[src/logic/eirf_regs.vh]
`ifndef EIRF_REGS_VH
`define EIRF_REGS_VH

// Register bus shape
`define EIRF_AW            3
`define EIRF_DW            16

// Register offsets on the plain register port
`define EIRF_OFF_FLAGS     3'h0
`define EIRF_OFF_CTL_ONE   3'h1
`define EIRF_OFF_CTL_TWO   3'h2
`define EIRF_OFF_PORT_EN   3'h3
`define EIRF_OFF_STATUS    3'h4
`define EIRF_OFF_MASK      3'h5

// Line counts
`define EIRF_NEXT          6
`define EIRF_NPORT         16
`define EIRF_NGRP          8
`define EIRF_FLAG_W        8

// Fields of the request flag register
`define EIRF_FLG_EXT_MSB   5
`define EIRF_FLG_GHI       6
`define EIRF_FLG_GLO       7

// Used width of the first control register (two sense bits per line)
`define EIRF_CTL1_MSB      11

// Sense select codes of an external request line
`define EIRF_SNS_FALL      2'h0
`define EIRF_SNS_RISE      2'h1
`define EIRF_SNS_LOW       2'h2
`define EIRF_SNS_HIGH      2'h3

// Reset values
`define EIRF_RST_FLAGS     8'h00
`define EIRF_RST_CTL       16'h0000
`define EIRF_RST_EXT       6'h00
`define EIRF_RST_DATA      16'h0000

`endif

[src/logic/eirf_top.v]
// Notes on behaviour
// - Eight-bit flag register covers six lines, two groups
// - Low group flag: any port line 0-7
// - High group flag: any port line 8-15
// - One read/write pending flag per external line
// - Edge flag cleared by read-one then write-zero
// - Level flag follows the qualified pin level
// - Software writes never alter level-mode flags
// - Two sense bits: fall, rise, low, high
// - One sense bit per port line: low/high
// - Port line enable bit, reset zero, gates requests
//
// Design decisions made here: the strobed register port and the address map.
`timescale 1ns/1ns
`include "eirf_regs.vh"
module eirf_top (
    input  wire                   clk,
    input  wire                   arst_n,
    input  wire [`EIRF_AW-1:0]    reg_addr,
    input  wire [`EIRF_DW-1:0]    reg_wdata,
    input  wire                   reg_wr,
    input  wire                   reg_rd,
    output reg  [`EIRF_DW-1:0]    reg_rdata,
    input  wire [`EIRF_NEXT-1:0]  ext_request_line,
    input  wire [`EIRF_NPORT-1:0] port_request_line,
    output reg                    irq_out
);

    // Sense decode of one external line against current and past level
    function ext_hit;
        input [1:0] sense;
        input       cur;
        input       prev;
        begin
            case (sense)
                `EIRF_SNS_FALL: ext_hit = prev & ~cur;
                `EIRF_SNS_RISE: ext_hit = ~prev & cur;
                `EIRF_SNS_LOW:  ext_hit = ~cur;
                `EIRF_SNS_HIGH: ext_hit = cur;
                default:        ext_hit = 1'b0;
            endcase
        end
    endfunction

    // Level modes have the upper sense bit set
    function is_level;
        input [1:0] sense;
        begin
            is_level = (sense == `EIRF_SNS_LOW) || (sense == `EIRF_SNS_HIGH);
        end
    endfunction

    // Write-one-to-clear merge with set winning over clear
    function [`EIRF_FLAG_W-1:0] w1c_merge;
        input [`EIRF_FLAG_W-1:0] cur;
        input [`EIRF_FLAG_W-1:0] clr;
        input [`EIRF_FLAG_W-1:0] set;
        begin
            w1c_merge = (cur & ~clr) | set;
        end
    endfunction

    // Software-visible control state
    reg  [`EIRF_DW-1:0]     ctl_one_r;
    reg  [`EIRF_DW-1:0]     ctl_two_r;
    reg  [`EIRF_DW-1:0]     port_en_r;
    reg  [`EIRF_FLAG_W-1:0] status_r;
    reg  [`EIRF_FLAG_W-1:0] status_nxt;
    reg  [`EIRF_FLAG_W-1:0] mask_r;

    // External line flags and their clear arming
    reg  [`EIRF_NEXT-1:0]   ext_flag_r;
    reg  [`EIRF_NEXT-1:0]   ext_flag_nxt;
    reg  [`EIRF_NEXT-1:0]   ext_armed_r;
    reg  [`EIRF_NEXT-1:0]   ext_armed_nxt;
    reg  [`EIRF_NEXT-1:0]   ext_prev_r;
    reg  [`EIRF_NEXT-1:0]   ext_hit_v;
    reg  [`EIRF_NEXT-1:0]   ext_lvl_v;

    // Synchronised pins and group flags
    wire [`EIRF_NEXT-1:0]   ext_sync;
    wire [`EIRF_NPORT-1:0]  port_sync;
    wire                    port_group_low_flag;
    wire                    port_group_high_flag;

    // Assembled flag register views
    wire [`EIRF_FLAG_W-1:0] flags_now;
    wire [`EIRF_FLAG_W-1:0] flags_rise;
    reg  [`EIRF_FLAG_W-1:0] flags_prev_r;
    reg  [`EIRF_DW-1:0]     rdata_nxt;

    // Access decodes
    wire wr_flags;
    wire rd_flags;
    wire wr_ctl_one;
    wire wr_ctl_two;
    wire wr_port_en;
    wire wr_status;
    wire wr_mask;

    integer i;
    integer k;

    assign wr_flags   = reg_wr && (reg_addr == `EIRF_OFF_FLAGS);
    assign rd_flags   = reg_rd && (reg_addr == `EIRF_OFF_FLAGS);
    assign wr_ctl_one = reg_wr && (reg_addr == `EIRF_OFF_CTL_ONE);
    assign wr_ctl_two = reg_wr && (reg_addr == `EIRF_OFF_CTL_TWO);
    assign wr_port_en = reg_wr && (reg_addr == `EIRF_OFF_PORT_EN);
    assign wr_status  = reg_wr && (reg_addr == `EIRF_OFF_STATUS);
    assign wr_mask    = reg_wr && (reg_addr == `EIRF_OFF_MASK);

    // Pins cross into the clock domain first
    eirf_sync #(
        .W (`EIRF_NEXT)
    ) u_ext_sync (
        .clk      (clk),
        .arst_n   (arst_n),
        .pin_in   (ext_request_line),
        .pin_sync (ext_sync)
    );

    eirf_sync #(
        .W (`EIRF_NPORT)
    ) u_port_sync (
        .clk      (clk),
        .arst_n   (arst_n),
        .pin_in   (port_request_line),
        .pin_sync (port_sync)
    );

    // Low group: port lines 0 to 7
    eirf_group u_grp_low (
        .clk        (clk),
        .arst_n     (arst_n),
        .line_sync  (port_sync[`EIRF_NGRP-1:0]),
        .sense_high (ctl_two_r[`EIRF_NGRP-1:0]),
        .line_en    (port_en_r[`EIRF_NGRP-1:0]),
        .group_flag (port_group_low_flag)
    );

    // High group: port lines 8 to 15
    eirf_group u_grp_high (
        .clk        (clk),
        .arst_n     (arst_n),
        .line_sync  (port_sync[`EIRF_NPORT-1:`EIRF_NGRP]),
        .sense_high (ctl_two_r[`EIRF_NPORT-1:`EIRF_NGRP]),
        .line_en    (port_en_r[`EIRF_NPORT-1:`EIRF_NGRP]),
        .group_flag (port_group_high_flag)
    );

    // Previous synchronised level for edge detection
    always @(posedge clk or negedge arst_n)
    begin
        if (!arst_n)
            ext_prev_r <= `EIRF_RST_EXT;
        else
            ext_prev_r <= ext_sync;
    end

    // Per-line detection from its two sense bits
    always @*
    begin
        ext_hit_v = `EIRF_RST_EXT;
        ext_lvl_v = `EIRF_RST_EXT;
        for (k = 0; k < `EIRF_NEXT; k = k + 1)
        begin
            ext_hit_v[k] = ext_hit(ctl_one_r[2*k+1 -: 2], ext_sync[k],
                                   ext_prev_r[k]);
            ext_lvl_v[k] = is_level(ctl_one_r[2*k+1 -: 2]);
        end
    end

    // Flag update: level follows pin, edge latches until cleared
    always @*
    begin
        ext_flag_nxt  = ext_flag_r;
        ext_armed_nxt = ext_armed_r;
        for (i = 0; i < `EIRF_NEXT; i = i + 1)
        begin
            if (ext_lvl_v[i])
            begin
                ext_flag_nxt[i]  = ext_hit_v[i];
                ext_armed_nxt[i] = 1'b0;
            end
            else if (ext_hit_v[i])
            begin
                // New edge wins over a clearing write in the same cycle
                ext_flag_nxt[i]  = 1'b1;
                ext_armed_nxt[i] = ext_armed_r[i] & ~wr_flags;
            end
            else if (wr_flags && ext_armed_r[i] && !reg_wdata[i])
            begin
                ext_flag_nxt[i]  = 1'b0;
                ext_armed_nxt[i] = 1'b0;
            end
            else if (wr_flags)
            begin
                // Writing one or clearing unread keeps the flag but disarms the clear
                ext_armed_nxt[i] = 1'b0;
            end
            // A read that returns one arms the clear of an edge-mode flag
            if (rd_flags && ext_flag_r[i] && !ext_lvl_v[i])
                ext_armed_nxt[i] = 1'b1;
        end
    end

    always @(posedge clk or negedge arst_n)
    begin
        if (!arst_n)
        begin
            ext_flag_r  <= `EIRF_RST_EXT;
            ext_armed_r <= `EIRF_RST_EXT;
        end
        else
        begin
            ext_flag_r  <= ext_flag_nxt;
            ext_armed_r <= ext_armed_nxt;
        end
    end

    // Eight-bit flag register layout
    assign flags_now  = {port_group_low_flag, port_group_high_flag,
                         ext_flag_r};
    assign flags_rise = {flags_now[`EIRF_FLG_GLO:`EIRF_FLG_GHI] &
                         ~flags_prev_r[`EIRF_FLG_GLO:`EIRF_FLG_GHI],
                         ext_flag_nxt & ~ext_flag_r};

    // Previous flag view; group flags are registered, so their rise
    // reaches the status one cycle after the flag itself
    always @(posedge clk or negedge arst_n)
    begin
        if (!arst_n)
            flags_prev_r <= `EIRF_RST_FLAGS;
        else
            flags_prev_r <= flags_now;
    end

    // Sense and enable registers
    always @(posedge clk or negedge arst_n)
    begin
        if (!arst_n)
        begin
            ctl_one_r <= `EIRF_RST_CTL;
            ctl_two_r <= `EIRF_RST_CTL;
            port_en_r <= `EIRF_RST_CTL;
        end
        else
        begin
            if (wr_ctl_one)
                ctl_one_r <= {{(`EIRF_DW-`EIRF_CTL1_MSB-1){1'b0}},
                              reg_wdata[`EIRF_CTL1_MSB:0]};
            if (wr_ctl_two)
                ctl_two_r <= reg_wdata;
            if (wr_port_en)
                port_en_r <= reg_wdata;
        end
    end

    // Sticky events on each rising flag; set wins over clear
    always @*
    begin
        status_nxt = w1c_merge(status_r,
                               wr_status ? reg_wdata[`EIRF_FLAG_W-1:0]
                                         : `EIRF_RST_FLAGS,
                               flags_rise);
    end

    always @(posedge clk or negedge arst_n)
    begin
        if (!arst_n)
        begin
            status_r <= `EIRF_RST_FLAGS;
            mask_r   <= `EIRF_RST_FLAGS;
        end
        else
        begin
            status_r <= status_nxt;
            if (wr_mask)
                mask_r <= reg_wdata[`EIRF_FLAG_W-1:0];
        end
    end

    // Level interrupt from unmasked sticky bits
    always @(posedge clk or negedge arst_n)
    begin
        if (!arst_n)
            irq_out <= 1'b0;
        else if (wr_mask)
            irq_out <= |(status_nxt & reg_wdata[`EIRF_FLAG_W-1:0]);
        else
            irq_out <= |(status_nxt & mask_r);
    end

    // Read mux; unmapped offsets read zero
    always @*
    begin
        rdata_nxt = `EIRF_RST_DATA;
        case (reg_addr)
            `EIRF_OFF_FLAGS:
                rdata_nxt = {{(`EIRF_DW-`EIRF_FLAG_W){1'b0}},
                             flags_now};
            `EIRF_OFF_CTL_ONE:
                rdata_nxt = ctl_one_r;
            `EIRF_OFF_CTL_TWO:
                rdata_nxt = ctl_two_r;
            `EIRF_OFF_PORT_EN:
                rdata_nxt = port_en_r;
            `EIRF_OFF_STATUS:
                rdata_nxt = {{(`EIRF_DW-`EIRF_FLAG_W){1'b0}}, status_r};
            `EIRF_OFF_MASK:
                rdata_nxt = {{(`EIRF_DW-`EIRF_FLAG_W){1'b0}}, mask_r};
            default:
                rdata_nxt = `EIRF_RST_DATA;
        endcase
    end

    // Read data stands for one cycle after the strobe only
    always @(posedge clk or negedge arst_n)
    begin
        if (!arst_n)
            reg_rdata <= `EIRF_RST_DATA;
        else if (reg_rd)
            reg_rdata <= rdata_nxt;
        else
            reg_rdata <= `EIRF_RST_DATA;
    end

endmodule

[src/logic/eirf_sync.v]
`timescale 1ns/1ns
// Two-stage synchroniser for a bundle of asynchronous pins
module eirf_sync #(
    parameter W = 1
) (
    input  wire         clk,
    input  wire         arst_n,
    input  wire [W-1:0] pin_in,
    output reg  [W-1:0] pin_sync
);

    reg [W-1:0] meta_r;

    // First stage feeds only the second stage
    always @(posedge clk or negedge arst_n)
    begin
        if (!arst_n)
        begin
            meta_r   <= {W{1'b0}};
            pin_sync <= {W{1'b0}};
        end
        else
        begin
            meta_r   <= pin_in;
            pin_sync <= meta_r;
        end
    end

endmodule

[src/logic/eirf_group.v]
`timescale 1ns/1ns
`include "eirf_regs.vh"
// Any-request flag of one group of eight port request lines
module eirf_group (
    input  wire                     clk,
    input  wire                     arst_n,
    input  wire [`EIRF_NGRP-1:0]    line_sync,
    input  wire [`EIRF_NGRP-1:0]    sense_high,
    input  wire [`EIRF_NGRP-1:0]    line_en,
    output reg                      group_flag
);

    wire [`EIRF_NGRP-1:0] active;

    // Line counts as requesting when its level matches the sense bit
    assign active = line_en & ~(line_sync ^ sense_high);

    // Group flag is the OR of qualified requests
    always @(posedge clk or negedge arst_n)
    begin
        if (!arst_n)
            group_flag <= 1'b0;
        else
            group_flag <= |active;
    end

endmodule

[config.mk]
export PLATFORM = sky130hd
export DESIGN_NAME = eirf_top
export DESIGN_NICKNAME = d
export VERILOG_FILES = /design/src/logic/eirf_top.v /design/src/logic/eirf_sync.v /design/src/logic/eirf_group.v
export VERILOG_INCLUDE_DIRS = /design/src /design/src/logic
export SDC_FILE = /design/constraint.sdc
export NUM_CORES = 1
export LEC_CHECK = 0
export BUFFER_PORTS_ARGS = -buffer_cell sky130_fd_sc_hd__buf_2
export CAP_MARGIN = 20
export CORE_ASPECT_RATIO = 1.4
export CORE_MARGIN = 10
export CORE_UTILIZATION = 60
export CTS_BUF_LIST = sky130_fd_sc_hd__clkbuf_4 sky130_fd_sc_hd__clkbuf_8
export DETAILED_ROUTE_END_ITERATION = 6
export PLACE_DENSITY = 0.91
export SLEW_MARGIN = 20
export SYNTH_ARGS = -nofsm -noshare
export SYNTH_HDL_FRONTEND = slang
export SYNTH_HIERARCHICAL = 1
export SYNTH_SLANG_ARGS = --single-unit
[constraint.sdc]
create_clock -name clk -period 2.05 [get_ports clk]
set_input_delay 0.3075 -clock clk [delete_from_list [all_inputs] [get_ports clk]]
set_output_delay 0.3075 -clock clk [all_outputs]
set_load 0.1 [all_outputs]
==> key figures <==
Outcome
  – Status: completed

Critical path
  – Setup crit end: irq_out$_DFF_PN0_
  – Worst EP required: 2.39 ns
  – Crit path DAT: approximately 2.2 ns
  – CP startpoint kind: register
  – Crit-path cells: nor2b_1, o311a_1, a21o_1, a22o_1, nor4_1, o21ai_1
  – Worst path top cell family by delay: compound AO/OA/AOI/OAI gates
  – Crit-path max FO: 5
  – WP depth: 6
  – Reg2Reg Launch Point: ctl_one_r[8]$_DFFE_PN0P_
  – R2r endpoint: irq_out$_DFF_PN0_
  – CP Capture Type: register
  – Crit-path max cell delay: 0.44 ns
  – Worst path bufs/invs: 0
  – Crit. Startpoint: ctl_one_r[8]$_DFFE_PN0P_
  – Worst path slowest cell: dfrtp_1
  – R2r setup slk: about 0.21 ns
  – Reg2reg path depth: 6
  – WS Path Type: reg -> reg

Floorplan
  – Overall die area: about 14000 sq um
  – Die height: 136 um
  – Row cnt: 42
  – Die Wd: between 100 and 150 um
  – Initial Util: between 60 and 70%
  – Core ar.: 9410 sq um
  – Num ports: a little over 60

GRT
  – First-pass GRT wire length: approximately 22000 um
  – Largest net degree at the start of global routing: 53
  – GRT overflow: 0
  – Tot GR Track Use: 20.4%
  – Initial antenna violation count: 0
  – Vias in the first global route: roughly 4.2k

Clock network
  – Clk slew on worst S/H paths: 0.09 ns
  – Clk sink count: roughly 140
  – CTS resizes: 0
  – Root buf cell: clkbuf_8
  – TritonCTS Buffers: 17
  – CTS tree: built
  – H-tree depth: 4
  – Skew-Pair Late Insertion Delay: approximately 0.45 ns
  – Setup bufs post-CTS: 0
  – Clock Path Buffers: 2

Logic synthesis
  – Commonest cells in the netlist: dfrtp_1, mux2_2, mux2_1
  – Synth top area cells: dfrtp_1, mux2_2, mux2_1
  – Synth Flop Type: dfrtp_1
  – Top cell type's share of synthesized area: between 60% and 70%
  – Post-Syn Area: 5740 sq um
  – Post-synth EDFFs: 0
  – Post-Syn Nets: between 400 and 500
  – Most common cell in the netlist: dfrtp_1
  – Synth warn: 6
  – Seq/Total Area, Yosys: roughly 62%
  – Synth cell types: 42
  – Asr flop ratio synth: 100%
  – Yosys top cell by area: dfrtp_1
  – Syn avg cell area: between 10 and 15 sq um
  – Synth Register Bits: 143
  – Post-Synthesis Cells: approximately 420

Placed design
  – Port Buffers: approximately 60
  – Hpwl dp: approximately 9000 um
  – Gp weighted congestion: about 0.92

Worst hold path
  – Worst Hold Class: in -> reg
  – Hold Crit Depth: 2

Routing
  – Post-DRT Antenna Nets: 0
  – Avg WL per Cell: about 21 um
  – Initial DRC Count: ~250
  – Total iterations of the first detailed-routing run: 5
  – Post-route DRC: 0
  – Total wire length: 13300 um
  – Vias per std cell: around 6
  – Vias: approximately 3.9k

Timing
  – Final period util: around 90%
  – Fin Clk Skew: about 0.012 ns
  – Max-Slew Margin vs Limit: between 60% and 70%
  – Min cycle time layout: between 1.5 and 2 ns
  – Maximum clock frequency: 0.543 GHz
  – Final setup fails: 0
  – RSZ-0062 raised after global routing: false
  – TNS Setup: 0 ns
  – Worst slew pin tran: between 0.4 and 0.5 ns
  – Slew Viols, Final: 0
  – Final Hold Vio Count: 0

Power
  – Total power per unit cell area: 1070 nW/um^2
  – Leak pwr: just over 3 nW
  – Max VDD drop: a little under 900 uV

Run
  – # Max-Cap Violations: 0

Cells and area
  – Fin util: between 70% and 80%
  – Layout Nets: 572
  – Ant diodes: 0
  – Area grow syn2layout: 20.1%
  – Fraction of layout cells with a size suffix above 1: 26.3%
## power breakdown
group	total, mW	internal [mW]	leakage, nW	switching (mW)
Clock	2.18	1.09	0.194	1.09
Sequential	3.67	3.27	1.70	0.404
Combinational	1.49	0.670	1.19	0.825
Total	7.35	5.03	3.09	2.32
## placed cells by master, fill, tap and decap left out, types with 5 or more instances in the layout
cell type / count
a21o_1: 6
a21oi_1: 5
a22o_1: 5
a22oi_1: 27
and2_1: 7
buf_2: 60
buf_4: 11
clkbuf_8: 17
dfrtp_1: 143
dlygate4sd3_1: 23
inv_6: 6
mux2_1: 30
mux2_2: 33
mux2i_1: 11
nand2_1: 13
nor2_1: 22
nor2b_1: 22
nor3b_1: 5
o21ai_0: 8
xnor2_1: 22
## state kept, by name, summed over array words and instances (netlist names), 8 cells and up
| name | count |
|---|---|
| ctl_two_r | 16 |
| port_en_r | 16 |
| reg_rdata | 16 |
| u_port_sync/meta_r | 16 |
| u_port_sync/pin_sync | 16 |
| ctl_one_r | 12 |
| mask_r | 8 |
| status_r | 8 |
## cells by family after synthesis
| group | Yosys count | share of synthesized area (%) |
|---|---|---|
| compound gates | 82 | 10.4 |
| xor+xnor | 24 | 3.66 |
| buf+inv | 19 | 1.59 |
| flops | 143 | 62.4 |
| mux | 74 | 14.3 |
| simple gates | 82 | 7.61 |
## how the worst min path moves through the flow
stage                                             to  slack (ns)           from
CTS                        ctl_two_r[12]$_DFFE_PN0P_        0.07  reg_wdata[12]
detailed placement  u_ext_sync/pin_sync[1]$_DFF_PN0_        0.27         arst_n
global placement    u_ext_sync/pin_sync[1]$_DFF_PN0_        0.26         arst_n
finish                     ctl_two_r[13]$_DFFE_PN0P_        0.09  reg_wdata[13]
global route               ctl_two_r[13]$_DFFE_PN0P_        0.08  reg_wdata[13]
floorplan                   ctl_one_r[0]$_DFFE_PN0P_        0.01         arst_n
## metrics by stage
step | cell area, sq um | hold slack, ns | setup WS (ns) | power (mW) | cells
after detailed placement | 6270 | 0.265 | 0.126 | 5.15 | 595
after CTS | 6890 | 0.0723 | 0.211 | 7.36 | 649
after global placement | 6270 | 0.261 | 0.113 | 5.07 | 595
after floorplan | 5740 | 0.0119 | 0.345 | 4.63 | 424
after global routing | 6890 | 0.0774 | 0.0425 | 7.68 | 649
final | 6890 | 0.0915 | 0.210 | 7.35 | 649
## metal layers
layer	global-route usage (%)	routed length, um
met1	23.0	5150
met2	34.1	6970
met3	6.59	839
met4	9.51	346
met5	0	0
## worst reg2reg max path: stages (launching register included)
cell and delay [ns]:
dfrtp_1 0.44, nor2b_1 0.17, o311a_1 0.37, a21o_1 0.19, a22o_1 0.23, nor4_1 0.22, o21ai_1 0.11
## area by class of cell
cell class,instances,area [sq um]
clock buffers,17,234
clock inverters,14,155
fillers,614,2520
inverters,4,15.0
multi-input cells,262,2070
flip-flops and latches,143,3580
well taps,110,138
repair buffers,99,704
## repair_timing
| item | CTS | global route |
|---|---|---|
| endpoints found under the hold margin | 66 | 0 |
| endpoints found under the setup margin | 0 | 0 |
| hold buffers | 23 | 0 |
(Power assumes the default switching activity.)
